===== src/hsq_defs.svh =====
// constants for the homing sequencer of modes eleven to fourteen
// How it works
// - mode 11 active start: forward, back, slow forward
// - mode 12 positive side: negative, back, slow
// - negative limit in 11-14: stop, run positive fast
// - mode 12 reversal: stop at deactivation, slow negative
// - mode 12 active: positive to deactivation, slow negative
// - mode 13 inactive: negative to deactivation, slow positive
// - mode 13 reversal: stop, back off, slow positive
// - mode 13 active: negative to deactivation, slow positive
// - mode 14 inactive: negative, back, slow negative
// - mode 14 reversal: stop at activation, slow negative
// - mode 14 active: negative, back, slow negative
// - first negative limit reverses instead of aborting
// - positive limit or second negative limit aborts
`ifndef HSQ_DEFS_SVH
`define HSQ_DEFS_SVH

// ----------------------------------------------------------------
// mode numbers
// ----------------------------------------------------------------
`define HSQ_MODE_W   5
`define HSQ_MODE_11  5'h0b
`define HSQ_MODE_12  5'h0c
`define HSQ_MODE_13  5'h0d
`define HSQ_MODE_14  5'h0e

// ----------------------------------------------------------------
// default widths and synchroniser depth
// ----------------------------------------------------------------
`define HSQ_POS_W    32
`define HSQ_SPD_W    16
`define HSQ_SYNC_N   2

`endif


===== src/hsq_pkg.sv =====
// types of the homing sequencer
package hsq_pkg;

  // ----------------------------------------------------------------
  // sequencer states
  // ----------------------------------------------------------------
  typedef enum logic [2:0] {
    HSQ_IDLE,       // waiting for a start
    HSQ_SEEK_FAST,  // first fast search
    HSQ_SEEK_REV,   // fast positive run after limit reversal
    HSQ_BACKOFF,    // fast return to the needed switch level
    HSQ_SLOW,       // slow search for the home edge
    HSQ_INDEX,      // slow run to the next index pulse
    HSQ_HALT        // decelerating, waiting for standstill
  } hsq_state_t;

  // ----------------------------------------------------------------
  // what follows a halt
  // ----------------------------------------------------------------
  typedef enum logic [2:0] {
    HSQ_AFT_CHECK,  // decide back-off or slow search
    HSQ_AFT_REV,    // start the reversal run
    HSQ_AFT_DONE,   // finish with success
    HSQ_AFT_ABORT   // finish with alarm
  } hsq_after_t;

endpackage


===== src/hsq_homing.sv =====
// homing sequencer for modes eleven to fourteen
`include "hsq_defs.svh"

module hsq_homing
  import hsq_pkg::*;
#(
  parameter int POS_W = `HSQ_POS_W,  // encoder position width
  parameter int SPD_W = `HSQ_SPD_W   // speed and decel width
) (
  input  wire logic                   clk_sys_i,                // system clock
  input  wire logic                   rst_n_i,                  // sync reset
  input  wire logic                   start_i,                  // start pulse
  input  wire logic [`HSQ_MODE_W-1:0] mode_i,                   // homing mode
  input  wire logic                   home_switch_i,            // pin, high active
  input  wire logic                   negative_limit_switch_i,  // pin, high active
  input  wire logic                   positive_limit_switch_i,  // pin, high active
  input  wire logic                   index_i,                  // encoder index pin
  input  wire logic [POS_W-1:0]       position_i,               // encoder count
  input  wire logic                   motion_stopped_i,         // axis at rest
  input  wire logic [SPD_W-1:0]       high_speed_i,             // fast setting
  input  wire logic [SPD_W-1:0]       low_speed_i,              // slow setting
  input  wire logic [SPD_W-1:0]       decel_i,                  // decel setting
  output logic                        run_o,                    // move command
  output logic                        dir_neg_o,                // 1 = negative
  output logic      [SPD_W-1:0]       speed_o,                  // speed command
  output logic      [SPD_W-1:0]       decel_o,                  // decel command
  output logic                        busy_o,                   // homing active
  output logic                        homing_done_o,            // home found
  output logic                        alarm_o,                  // homing aborted
  output logic      [POS_W-1:0]       home_position_o           // home reference
);

  // ----------------------------------------------------------------
  // pin synchronisation and edges
  // ----------------------------------------------------------------
  logic [3:0] pins_sync;  // index, pl, nl, hs after two flops
  logic       hs_dly_reg;  // home switch one cycle late
  logic       idx_dly_reg; // index one cycle late

  hsq_pin_sync #(
    .WIDTH (4)
  ) u_sync (
    .clk_sys_i (clk_sys_i),
    .rst_n_i   (rst_n_i),
    .pin_i     ({index_i, positive_limit_switch_i,
                 negative_limit_switch_i, home_switch_i}),
    .sync_o    (pins_sync)
  );

  logic hs;        // home switch level
  logic nl;        // negative limit level
  logic pl;        // positive limit level
  logic idx_rise;  // index pulse leading edge
  logic hs_rise;   // home switch activation
  logic hs_fall;   // home switch deactivation

  assign hs       = pins_sync[0];
  assign nl       = pins_sync[1];
  assign pl       = pins_sync[2];
  assign idx_rise = pins_sync[3] & ~idx_dly_reg;
  assign hs_rise  = hs & ~hs_dly_reg;
  assign hs_fall  = ~hs & hs_dly_reg;

  // delay stages for edge detection
  always_ff @(posedge clk_sys_i) begin
    if (!rst_n_i) begin
      hs_dly_reg  <= 1'b0;
      idx_dly_reg <= 1'b0;
    end else begin
      hs_dly_reg  <= hs;
      idx_dly_reg <= pins_sync[3];
    end
  end

  // ----------------------------------------------------------------
  // mode table
  // ----------------------------------------------------------------
  logic [`HSQ_MODE_W-1:0] mode_reg;  // latched mode
  logic mode_ok;                     // start mode is supported
  logic first_neg;                   // first fast run goes negative
  logic first_fall;                  // first run stops on deactivation
  logic rev_fall;                    // reversal run stops on deactivation
  logic slow_neg;                    // slow search goes negative
  logic slow_fall;                   // slow search waits for deactivation

  assign mode_ok = (mode_i >= `HSQ_MODE_11) && (mode_i <= `HSQ_MODE_14);

  // first run depends on requested mode and current switch level
  always_comb begin
    first_neg  = 1'b1;
    first_fall = 1'b0;
    case (mode_i)
      `HSQ_MODE_11, `HSQ_MODE_12: begin
        first_neg  = ~hs;  // active start runs positive
        first_fall = hs;   // inactive start seeks activation
      end
      `HSQ_MODE_13, `HSQ_MODE_14: begin
        first_neg  = 1'b1;  // always negative first
        first_fall = 1'b1;  // stop at deactivation
      end
      default: begin
        first_neg  = 1'b1;
        first_fall = 1'b0;
      end
    endcase
  end

  // reversal run and slow search depend on the latched mode
  always_comb begin
    rev_fall  = 1'b1;
    slow_neg  = 1'b0;
    slow_fall = 1'b1;
    case (mode_reg)
      `HSQ_MODE_11: begin
        rev_fall  = 1'b1;  // stop on deactivation
        slow_neg  = 1'b0;  // slow forward to deactivation
        slow_fall = 1'b1;
      end
      `HSQ_MODE_12: begin
        rev_fall  = 1'b1;  // stop on deactivation
        slow_neg  = 1'b1;  // slow negative to activation
        slow_fall = 1'b0;
      end
      `HSQ_MODE_13: begin
        rev_fall  = 1'b0;  // stop on activation
        slow_neg  = 1'b0;  // slow positive to activation
        slow_fall = 1'b0;
      end
      `HSQ_MODE_14: begin
        rev_fall  = 1'b0;  // stop on activation
        slow_neg  = 1'b1;  // slow negative to deactivation
        slow_fall = 1'b1;
      end
      default: begin
        rev_fall  = 1'b1;
        slow_neg  = 1'b0;
        slow_fall = 1'b1;
      end
    endcase
  end

  // ----------------------------------------------------------------
  // sequencer state
  // ----------------------------------------------------------------
  hsq_state_t state_reg;     // current step
  hsq_after_t after_reg;     // step after the current halt
  logic       first_fall_reg; // edge of the first run
  logic       nl_seen_reg;   // negative limit reversal used
  logic       run_reg;       // motion commanded
  logic       dir_neg_reg;   // direction of motion
  logic       fast_reg;      // high speed selected
  logic       moving;        // in a step that commands motion
  logic       edge_hit;      // edge awaited by the current run

  assign moving = (state_reg == HSQ_SEEK_FAST) || (state_reg == HSQ_SEEK_REV) ||
                  (state_reg == HSQ_BACKOFF) || (state_reg == HSQ_SLOW) ||
                  (state_reg == HSQ_INDEX);

  // edge that ends the present run
  always_comb begin
    case (state_reg)
      HSQ_SEEK_FAST: edge_hit = first_fall_reg ? hs_fall : hs_rise;
      HSQ_SEEK_REV:  edge_hit = rev_fall ? hs_fall : hs_rise;
      HSQ_SLOW:      edge_hit = slow_fall ? hs_fall : hs_rise;
      default:       edge_hit = 1'b0;
    endcase
  end

  // step sequencing, limits and direction
  always_ff @(posedge clk_sys_i) begin
    if (!rst_n_i) begin
      state_reg      <= HSQ_IDLE;
      after_reg      <= HSQ_AFT_CHECK;
      mode_reg       <= `HSQ_MODE_11;
      first_fall_reg <= 1'b0;
      nl_seen_reg    <= 1'b0;
      run_reg        <= 1'b0;
      dir_neg_reg    <= 1'b0;
      fast_reg       <= 1'b0;
    end else if (state_reg == HSQ_IDLE) begin
      // accept a start only for the four modes served here
      if (start_i && mode_ok) begin
        mode_reg       <= mode_i;
        first_fall_reg <= first_fall;
        dir_neg_reg    <= first_neg;
        nl_seen_reg    <= 1'b0;
        fast_reg       <= 1'b1;
        run_reg        <= 1'b1;
        state_reg      <= HSQ_SEEK_FAST;
      end
    end else if (moving && pl) begin
      run_reg   <= 1'b0;  // positive limit always aborts
      after_reg <= HSQ_AFT_ABORT;
      state_reg <= HSQ_HALT;
    end else if (moving && dir_neg_reg && nl) begin
      run_reg     <= 1'b0;  // decelerate on the negative limit
      nl_seen_reg <= 1'b1;
      after_reg   <= nl_seen_reg ? HSQ_AFT_ABORT : HSQ_AFT_REV;
      state_reg   <= HSQ_HALT;
    end else begin
      case (state_reg)
        // fast runs stop on their edge
        HSQ_SEEK_FAST, HSQ_SEEK_REV: begin
          if (edge_hit) begin
            run_reg   <= 1'b0;
            after_reg <= HSQ_AFT_CHECK;
            state_reg <= HSQ_HALT;
          end
        end
        // back-off ends once the switch shows the needed level
        HSQ_BACKOFF: begin
          if (hs == slow_fall) begin
            run_reg   <= 1'b0;
            after_reg <= HSQ_AFT_CHECK;
            state_reg <= HSQ_HALT;
          end
        end
        // home edge found, keep going for the index
        HSQ_SLOW: begin
          if (edge_hit) begin
            state_reg <= HSQ_INDEX;
          end
        end
        // nearest index pulse in the slow direction
        HSQ_INDEX: begin
          if (idx_rise) begin
            run_reg   <= 1'b0;
            after_reg <= HSQ_AFT_DONE;
            state_reg <= HSQ_HALT;
          end
        end
        // wait for standstill, then dispatch
        HSQ_HALT: begin
          if (motion_stopped_i) begin
            case (after_reg)
              HSQ_AFT_REV: begin
                dir_neg_reg <= 1'b0;  // run positive at high speed
                fast_reg    <= 1'b1;
                run_reg     <= 1'b1;
                state_reg   <= HSQ_SEEK_REV;
              end
              HSQ_AFT_CHECK: begin
                if (hs != slow_fall) begin
                  dir_neg_reg <= ~dir_neg_reg;  // fast return
                  fast_reg    <= 1'b1;
                  run_reg     <= 1'b1;
                  state_reg   <= HSQ_BACKOFF;
                end else begin
                  dir_neg_reg <= slow_neg;  // slow search
                  fast_reg    <= 1'b0;
                  run_reg     <= 1'b1;
                  state_reg   <= HSQ_SLOW;
                end
              end
              default: begin
                state_reg <= HSQ_IDLE;
              end
            endcase
          end
        end
        default: begin
          state_reg <= HSQ_IDLE;
        end
      endcase
    end
  end

  // ----------------------------------------------------------------
  // status and commands
  // ----------------------------------------------------------------
  logic             done_reg;   // homing completed
  logic             alarm_reg;  // homing aborted
  logic [POS_W-1:0] home_reg;   // captured index position
  logic [SPD_W-1:0] speed_reg;  // speed command
  logic [SPD_W-1:0] decel_reg;  // deceleration command
  logic             busy_reg;   // homing in progress

  // busy leaves idle with an accepted start, ends at the final dispatch
  always_ff @(posedge clk_sys_i) begin
    if (!rst_n_i) begin
      busy_reg <= 1'b0;
    end else if (state_reg == HSQ_IDLE) begin
      busy_reg <= start_i && mode_ok;
    end else if (state_reg == HSQ_HALT && motion_stopped_i &&
                 (after_reg == HSQ_AFT_DONE || after_reg == HSQ_AFT_ABORT)) begin
      busy_reg <= 1'b0;
    end
  end

  // done, alarm and home reference
  always_ff @(posedge clk_sys_i) begin
    if (!rst_n_i) begin
      done_reg  <= 1'b0;
      alarm_reg <= 1'b0;
      home_reg  <= '0;
    end else begin
      if (state_reg == HSQ_IDLE && start_i && mode_ok) begin
        done_reg  <= 1'b0;
        alarm_reg <= 1'b0;
      end
      if (state_reg == HSQ_INDEX && idx_rise && !pl &&
          !(dir_neg_reg && nl)) begin
        home_reg <= position_i;  // index position is the reference
      end
      if (state_reg == HSQ_HALT && motion_stopped_i) begin
        if (after_reg == HSQ_AFT_DONE) begin
          done_reg <= 1'b1;  // mark homing done
        end
        if (after_reg == HSQ_AFT_ABORT) begin
          alarm_reg <= 1'b1;  // raise alarm, done stays low
        end
      end
    end
  end

  // speed and deceleration follow the outside settings
  always_ff @(posedge clk_sys_i) begin
    if (!rst_n_i) begin
      speed_reg <= '0;
      decel_reg <= '0;
    end else begin
      speed_reg <= fast_reg ? high_speed_i : low_speed_i;
      decel_reg <= decel_i;
    end
  end

  assign run_o           = run_reg;
  assign dir_neg_o       = dir_neg_reg;
  assign speed_o         = speed_reg;
  assign decel_o         = decel_reg;
  assign busy_o          = busy_reg;
  assign homing_done_o   = done_reg;
  assign alarm_o         = alarm_reg;
  assign home_position_o = home_reg;
endmodule


===== src/hsq_pin_sync.sv =====
// two-stage synchroniser for a group of pin inputs
module hsq_pin_sync
  import hsq_pkg::*;
#(
  parameter int WIDTH = 4
) (
  input  wire logic             clk_sys_i,  // system clock
  input  wire logic             rst_n_i,    // synchronous reset
  input  wire logic [WIDTH-1:0] pin_i,      // raw pin levels
  output logic      [WIDTH-1:0] sync_o      // levels in clock domain
);

  // ----------------------------------------------------------------
  // one two-flop chain per bit
  // ----------------------------------------------------------------
  genvar g;
  generate
    for (g = 0; g < WIDTH; g++) begin : g_bit
      logic meta_reg;  // first stage, read only by second
      logic sync_reg;  // second stage
      // shift the pin through two flops
      always_ff @(posedge clk_sys_i) begin
        if (!rst_n_i) begin
          meta_reg <= 1'b0;
          sync_reg <= 1'b0;
        end else begin
          meta_reg <= pin_i[g];
          sync_reg <= meta_reg;
        end
      end
      assign sync_o[g] = sync_reg;
    end
  endgenerate

endmodule


===== config.mk =====
export PLATFORM = sky130hd
export DESIGN_NAME = hsq_homing
export DESIGN_NICKNAME = d
export VERILOG_FILES = /design/src/hsq_pkg.sv /design/src/hsq_homing.sv /design/src/hsq_pin_sync.sv
export VERILOG_INCLUDE_DIRS = /design/src
export SDC_FILE = /design/constraint.sdc
export NUM_CORES = 1
export LEC_CHECK = 0
export BUFFER_PORTS_ARGS = -buffer_cell sky130_fd_sc_hd__buf_2
export CORE_MARGIN = 2
export CORE_UTILIZATION = 30
export DETAILED_ROUTE_END_ITERATION = 8
export PLACE_DENSITY = 0.64
export SLEW_MARGIN = 5
export SYNTH_ARGS = -nofsm -noshare
export SYNTH_HDL_FRONTEND = slang
export SYNTH_HIERARCHICAL = 1
export SYNTH_SLANG_ARGS = --single-unit

===== constraint.sdc =====
create_clock -name clk_sys_i -period 3.54 [get_ports clk_sys_i]
set_clock_uncertainty 0.2 [all_clocks]
set_input_delay 0.708 -clock clk_sys_i [delete_from_list [all_inputs] [get_ports clk_sys_i]]
set_output_delay 0.708 -clock clk_sys_i [all_outputs]
set_load 0.02 [all_outputs]

==> results_dict.tcl, run 1 <==
set metrics [dict create \
    grt_pass1_wl_microns 13770 \
    synth_common_cells "92 x dfxtp_1, 77 x nand2_1, 36 x a21boi_0" \
    clock.fmax_ghz 0.3828 \
    clk-insertion-delay-late_ns 0.35 \
    synth_simple_gate_area_share_pct 24.92 \
    cts_tree "yes" \
    dp_cells 705 \
    vias 3257 \
    critical_path_class "reg2reg" \
    ys_async_sr_fraction_pct 0 \
    synth-main-ff-cell "dfxtp_1" \
    hold_violations 0 \
    fin_tns_setup_ns 0 \
    grt.overflow.total 0 \
    die_y_microns 115.4 \
    ys_types 48 \
    wl_microns 9069 \
    core_sq_mm 0.01206 \
    fillers 1203 \
    drc 0 \
    syn_area_sq_mm 0.003721 \
    hold_buffers 0 \
    initial_utilization_pct 30.85 \
    synth-compound-area-share_pct 15.70 \
    status "complete, no violations" \
    finalSetupViolations 0 \
    whs_ns 0.2321 \
    critPathBufInv 0 \
    slew_headroom_pct 32.86 \
    grt_setup_unrepaired "false" \
    largest_reg_flops 32 \
    ctsHtreeMaxLevel 3 \
    timing.final.max_slew_violations 0 \
    drt.antenna.violating_nets 0 \
    grt_max_degree 56 \
    cts_buffers 9 \
    crit_fanout 19 \
    synth_edf_count 0 \
    synth_seq_cells 92 \
    seq_area_sq_mm 0.001842 \
    cp.arrival_ns 2.69 \
    synth_top_family_by_area "simple AND/OR/NAND/NOR gates" \
    maxCapViolCount 0 \
    clockBufferDepth 2 \
    area_growth_syn_to_layout_pct 32.48 \
    path_cells "or3b_1, or4_4, o311ai_2, or4b_1, o311a_2, mux2i_1" \
    cpPeakStageDelay_ns 0.69 \
    clkSinkCount 92 \
    ios 162 \
    p_leak_uw 0.002165 \
    hold_class "reg2reg" \
    setup.worst_path.start "state_reg[1]" \
    muxShareOfSynthArea_pct 5.111 \
    clk_pin_slew_worst_paths_ns 0.07 \
    rows 40 \
    synthAdderAreaFrac_pct 0 \
    wl_per_cell_microns 12.58 \
    drtIter0Drc 146 \
    vias_per_cell 4.517 \
    worst_setup_path_start_kind "flop" \
    synth_nets 496 \
    ctsResizeCount 0 \
    firstDrtPassIters 4 \
    ff2ff_setup_slack_ns 0.93 \
    die_area_sq_mm 0.01331 \
    instances_no_fill 721 \
    min_from "u_sync/g_bit[3].meta_reg" \
    endpoint_kind "flop" \
    antennaDiodeCount 0 \
    crit_family "simple AND/OR/NAND/NOR gates" \
    synth_top_area_share_pct 49.50 \
    synth.area.top_cells "dfxtp_1 49%, nand2_1 7.8%, a21boi_0 7.3%" \
    dp_hpwl_microns 6507 \
    yosysWarnings 6 \
    avgSynthCellArea_sq_um 9.233 \
    die_w_microns 115.4 \
    r2r-start "state_reg[1]" \
    track_usage_pct 13.34 \
    antenna_found_initial 0 \
    drive_gt1_share_pct 34.18 \
    cts_setup_buffers 0 \
    fin_crit_ns 2.613 \
    gp_congestion 0.8726 \
    tightest_slew_ns 1.006 \
    clockRootBuffer "clkbuf_16" \
    synth_cells 403 \
    synth_most_common_cell "dfxtp_1" \
    numPortBuffers 161 \
    grt_pass1_vias 2920 \
    cp.required_ns 3.62 \
    yosys.area.top_type "dfxtp_1" \
    ir_drop_mv 0.2771 \
    multi_input_area_sq_mm 0.001728 \
    yosys.area_share.xor_xnor_pct 0.7061 \
    fin_crit_sh_pct 73.80 \
    slowest_stage "dfxtp_1" \
    synth_seq_area_share_pct 49.50 \
    p_per_area_mw_per_mm2 509.9 \
    nets 641 \
]
## final timing paths
check,end,cells after the start
setup / recovery,after_reg[1],6
hold / removal,u_sync/g_bit[3].sync_reg,1
setup reg to reg,after_reg[1],6
hold reg to reg,u_sync/g_bit[3].sync_reg,1
## cells by family (layout without fill, tap and decap cells)
family	after synthesis	after routing
compound gates	82	82
xor+xnor	3	3
buf+inv	32	182
flops	92	92
mux	19	19
simple gates	175	175
## layout by cell type, fill, tap and decap left out, types with 2 or more instances in the layout
cell,Yosys,final
o2111ai_1,3,3
and3_1,3,3
a21oi_1,9,9
nand2b_1,4,4
clkbuf_16,0,9
nand3_1,5,5
nor2_1,7,7
o211ai_1,2,2
nand2_1,77,77
nor3b_1,3,3
nand3b_1,3,3
buf_2,4,161
a31oi_1,3,3
inv_6,0,2
a21o_1,2,2
a21boi_0,36,36
nand4_1,2,2
o22ai_1,3,3
and3b_1,2,2
mux2i_1,19,19
o211a_1,2,2
clkinvlp_4,0,2
dfxtp_1,92,92
o311ai_0,3,3
buf_4,5,4
and2_1,29,29
and4bb_1,2,2
nor3_1,3,3
o21ai_0,13,13
xnor2_1,2,2
nor2b_1,25,25
## through the flow
step / util, % / instance area (sq um) / setup WS [ns] / power, uW
2_1_floorplan: - / 3721 / 1.357 / 1423
3_3_place_gp: 38.30 / 4619 / 1.068 / 1533
3_5_place_dp: 38.30 / 4619 / 0.9725 / 1544
4_1_cts: 40.87 / 4930 / 0.9658 / 2544
5_1_grt: 40.87 / 4930 / 0.7888 / 2636
6_report: 40.87 / 4930 / 0.9274 / 2514
## report_power, final
group | leakage [uW] | switching, uW | total (uW) | internal [uW]
Sequential | 0.000753 | 62.4 | 1140 | 1080
Clock | 0.000146 | 416 | 988 | 572
Combinational | 0.00127 | 202 | 382 | 180
## area by class of cell
type | instances | share of cell area, %
clock buffer | 10 | 4.848
clock inverter | 6 | 1.447
inverter | 1 | 0.07614
multi-input combinational | 279 | 35.05
sequential | 92 | 37.36
tap | 168 | 4.264
timing repair buffer | 165 | 16.95
## layer usage
| metal | part of all wire (%) | GRT usage (%) |
|---|---|---|
| met2 | 44 | 21.29 |
| met4 | 1.6 | 5.060 |
| met1 | 44 | 15.58 |
| met3 | 10 | 6.273 |
| met5 | 0 | 0 |
Note: power is estimated with default switching activity, not from simulation.
==> run 2, diff against run 1 <==
--- a/config.mk
+++ b/config.mk
@@ -10,7 +10,7 @@
 export CORE_MARGIN = 2
 export CORE_UTILIZATION = 30
 export DETAILED_ROUTE_END_ITERATION = 8
-export PLACE_DENSITY = 0.64
+export PLACE_DENSITY = 0.66
 export SLEW_MARGIN = 5
 export SYNTH_ARGS = -nofsm -noshare
 export SYNTH_HDL_FRONTEND = slang
==> constraint.sdc (replaced) <==
create_clock -name clk_sys_i -period 2.2 [get_ports clk_sys_i]
set_clock_uncertainty 0.2 [all_clocks]
set_input_delay 0.44 -clock clk_sys_i [delete_from_list [all_inputs] [get_ports clk_sys_i]]
set_output_delay 0.44 -clock clk_sys_i [all_outputs]
set_load 0.02 [all_outputs]
==> run 2 against run 1 <==
Against the previous run:
- the run now ends with setup timing left
- register-to-register slack worse by 0.93 ns
- sequential power increased by 56%
- count of clock-buffer cells in the layout grew 2
- worst setup slack got worse by 0.93 ns
- critical path type unchanged
- non-clock buffer count up 20
- sequential cell count stayed put
- highest routed layer unchanged
- critical endpoint unchanged
- clock power up 59%
- cell count increased by 2.8%
- critical path depth did not move
- design area is 4.3% higher
- sequential share of layout area is 1.5 points lower
- worst hold slack lost 0.13 ns
- largest power group unchanged
==> results_dict.tcl, run 2 (synthesis results as in run 1) <==
set metrics [dict create \
    clk-insertion-delay-late_ns 0.34 \
    grt_use_met1_pct 18.00 \
    initial_utilization_pct 30.85 \
    drc 0 \
    area_growth_syn_to_layout_pct 38.13 \
    dp_hpwl_microns 7248 \
    hold_class "in2reg" \
    die_area_sq_mm 0.01331 \
    finalSetupViolations 1 \
    min_from "decel_i[13]" \
    grt_pass1_vias 3274 \
    cpPeakStageDelay_ns 0.50 \
    cp.arrival_ns 2.27 \
    rows 40 \
    seq_area_sq_mm 0.001844 \
    mostFrequentLayoutCell "buf_2" \
    cts_setup_buffers 0 \
    fin_tns_setup_ns -0.001769 \
    grt_use_met2_pct 24.99 \
    p_total_uw 4194 \
    die_y_microns 115.4 \
    clk_pin_slew_worst_paths_ns 0.06 \
    core_sq_mm 0.01206 \
    cts_buffers 9 \
    clockBufferDepth 2 \
    p_per_area_mw_per_mm2 816.0 \
    slowest_stage "or4_4" \
    fin_crit_ns 2.202 \
    grt_setup_unrepaired "true" \
    grt_max_degree 46 \
    placed_cell_area_sq_mm 0.004782 \
    p_leak_uw 0.002282 \
    finish.utilization_pct 42.61 \
    track_usage_pct 15.31 \
    slew_headroom_pct 71.09 \
    busiest_layer "met2" \
    fin_crit_sh_pct 100.1 \
    layout_common_cells "161 x buf_2, 90 x dfxtp_1, 77 x nand2_1" \
    clockRootBuffer "clkbuf_16" \
    ctsHtreeMaxLevel 3 \
    multi_input_area_sq_mm 0.001779 \
    setup.worst_path.start "state_reg[0]" \
    wl_per_cell_microns 13.43 \
    fillers 1194 \
    r2r-start "state_reg[0]" \
    antenna_found_initial 0 \
    drtIter0Drc 236 \
    fin_area_sq_mm 0.005140 \
    fin_ws_ns -0.001769 \
    ir_drop_mv 0.5113 \
    vias 3329 \
    timing.final.max_slew_violations 0 \
    path_cells "or3b_1, or4_4, o311ai_4, or4b_4, o311a_4, mux2i_1" \
    die_w_microns 115.4 \
    status "complete, but fails checks" \
    nets 661 \
    worst_setup_path_start_kind "flop" \
    cts_tree "yes" \
    clkSinkCount 92 \
    drt.antenna.violating_nets 0 \
    gp_congestion 0.8280 \
    dp_slack_ns -0.05070 \
    endpoint_kind "flop" \
    grt.overflow.total 0 \
    ios 162 \
    maxCapViolCount 0 \
    clock.fmax_ghz 0.4542 \
    cp.required_ns 2.27 \
    tightest_slew_ns 0.4291 \
    vias_per_cell 4.493 \
    numPortBuffers 161 \
    drive_gt1_share_pct 37.87 \
    wl_microns 9948 \
    critPathBufInv 0 \
    violations "setup timing" \
    critical_path_class "reg2reg" \
    largest_reg_flops 32 \
    grt_pass1_wl_microns 15700 \
    firstDrtPassIters 4 \
    grt_use_met3_pct 5.693 \
    antennaDiodeCount 0 \
    hold_violations 0 \
    crit_fanout 6 \
    crit_family "simple AND/OR/NAND/NOR gates" \
]
## run 2: cell count changes in the layout (fill, tap and decap cells not counted), moves of 2 or more
| cell | change |
|---|---|
| buf_4 | +19 |
| clkinv_2 | +2 |
| dfxtp_1 | -2 |
| dfxtp_2 | +2 |
| inv_6 | -2 |
## run 2: final timing paths
path / to / slack, ns / depth (start not counted)
max reg2reg: after_reg[1] / -0.002 / 6
max: after_reg[1] / -0.002 / 6
min reg2reg: u_sync/g_bit[3].sync_reg / 0.23 / 1
min: decel_o[13] / 0.1 / 2
## run 2: per-layer routing
layer	vias to the layer above	share of wire, %
li1	1691	-
met2	127	47
met4	0	1.8
met5	-	0
met3	12	7.9
met1	1499	44
## run 2: layout make-up
type                            instances  share of cell area (%)
Timing Repair Buffer                  185                   19.43
Clock inverter                          4                  0.9250
Tap cell                              168                   4.090
Inverter                                1                 0.07303
Multi-Input combinational cell        279                   34.62
Clock buffer                           12                   4.990
Sequential cell                        92                   35.88
## run 2: where the power goes
group / internal, uW / leakage (uW) / switching, uW
clock: 939 / 0.000149 / 631
sequential: 1740 / 0.000754 / 37.8
combinational: 398 / 0.00138 / 445
total: 3080 / 0.00228 / 1110
## run 2: metrics by stage
step                      hold slack [ns]  instances
after floorplan                    0.2118        403
final                             0.09993        741
after global placement             0.2207        725
after CTS                         0.08150        741
after detailed placement           0.2200        725
after global routing              0.08245        741
## run 2: timing repair
action                     CTS  global route
setup endpoints to repair    5             4
resized for setup            9             4
pin swaps                    4             2
hold buffers                 0             0
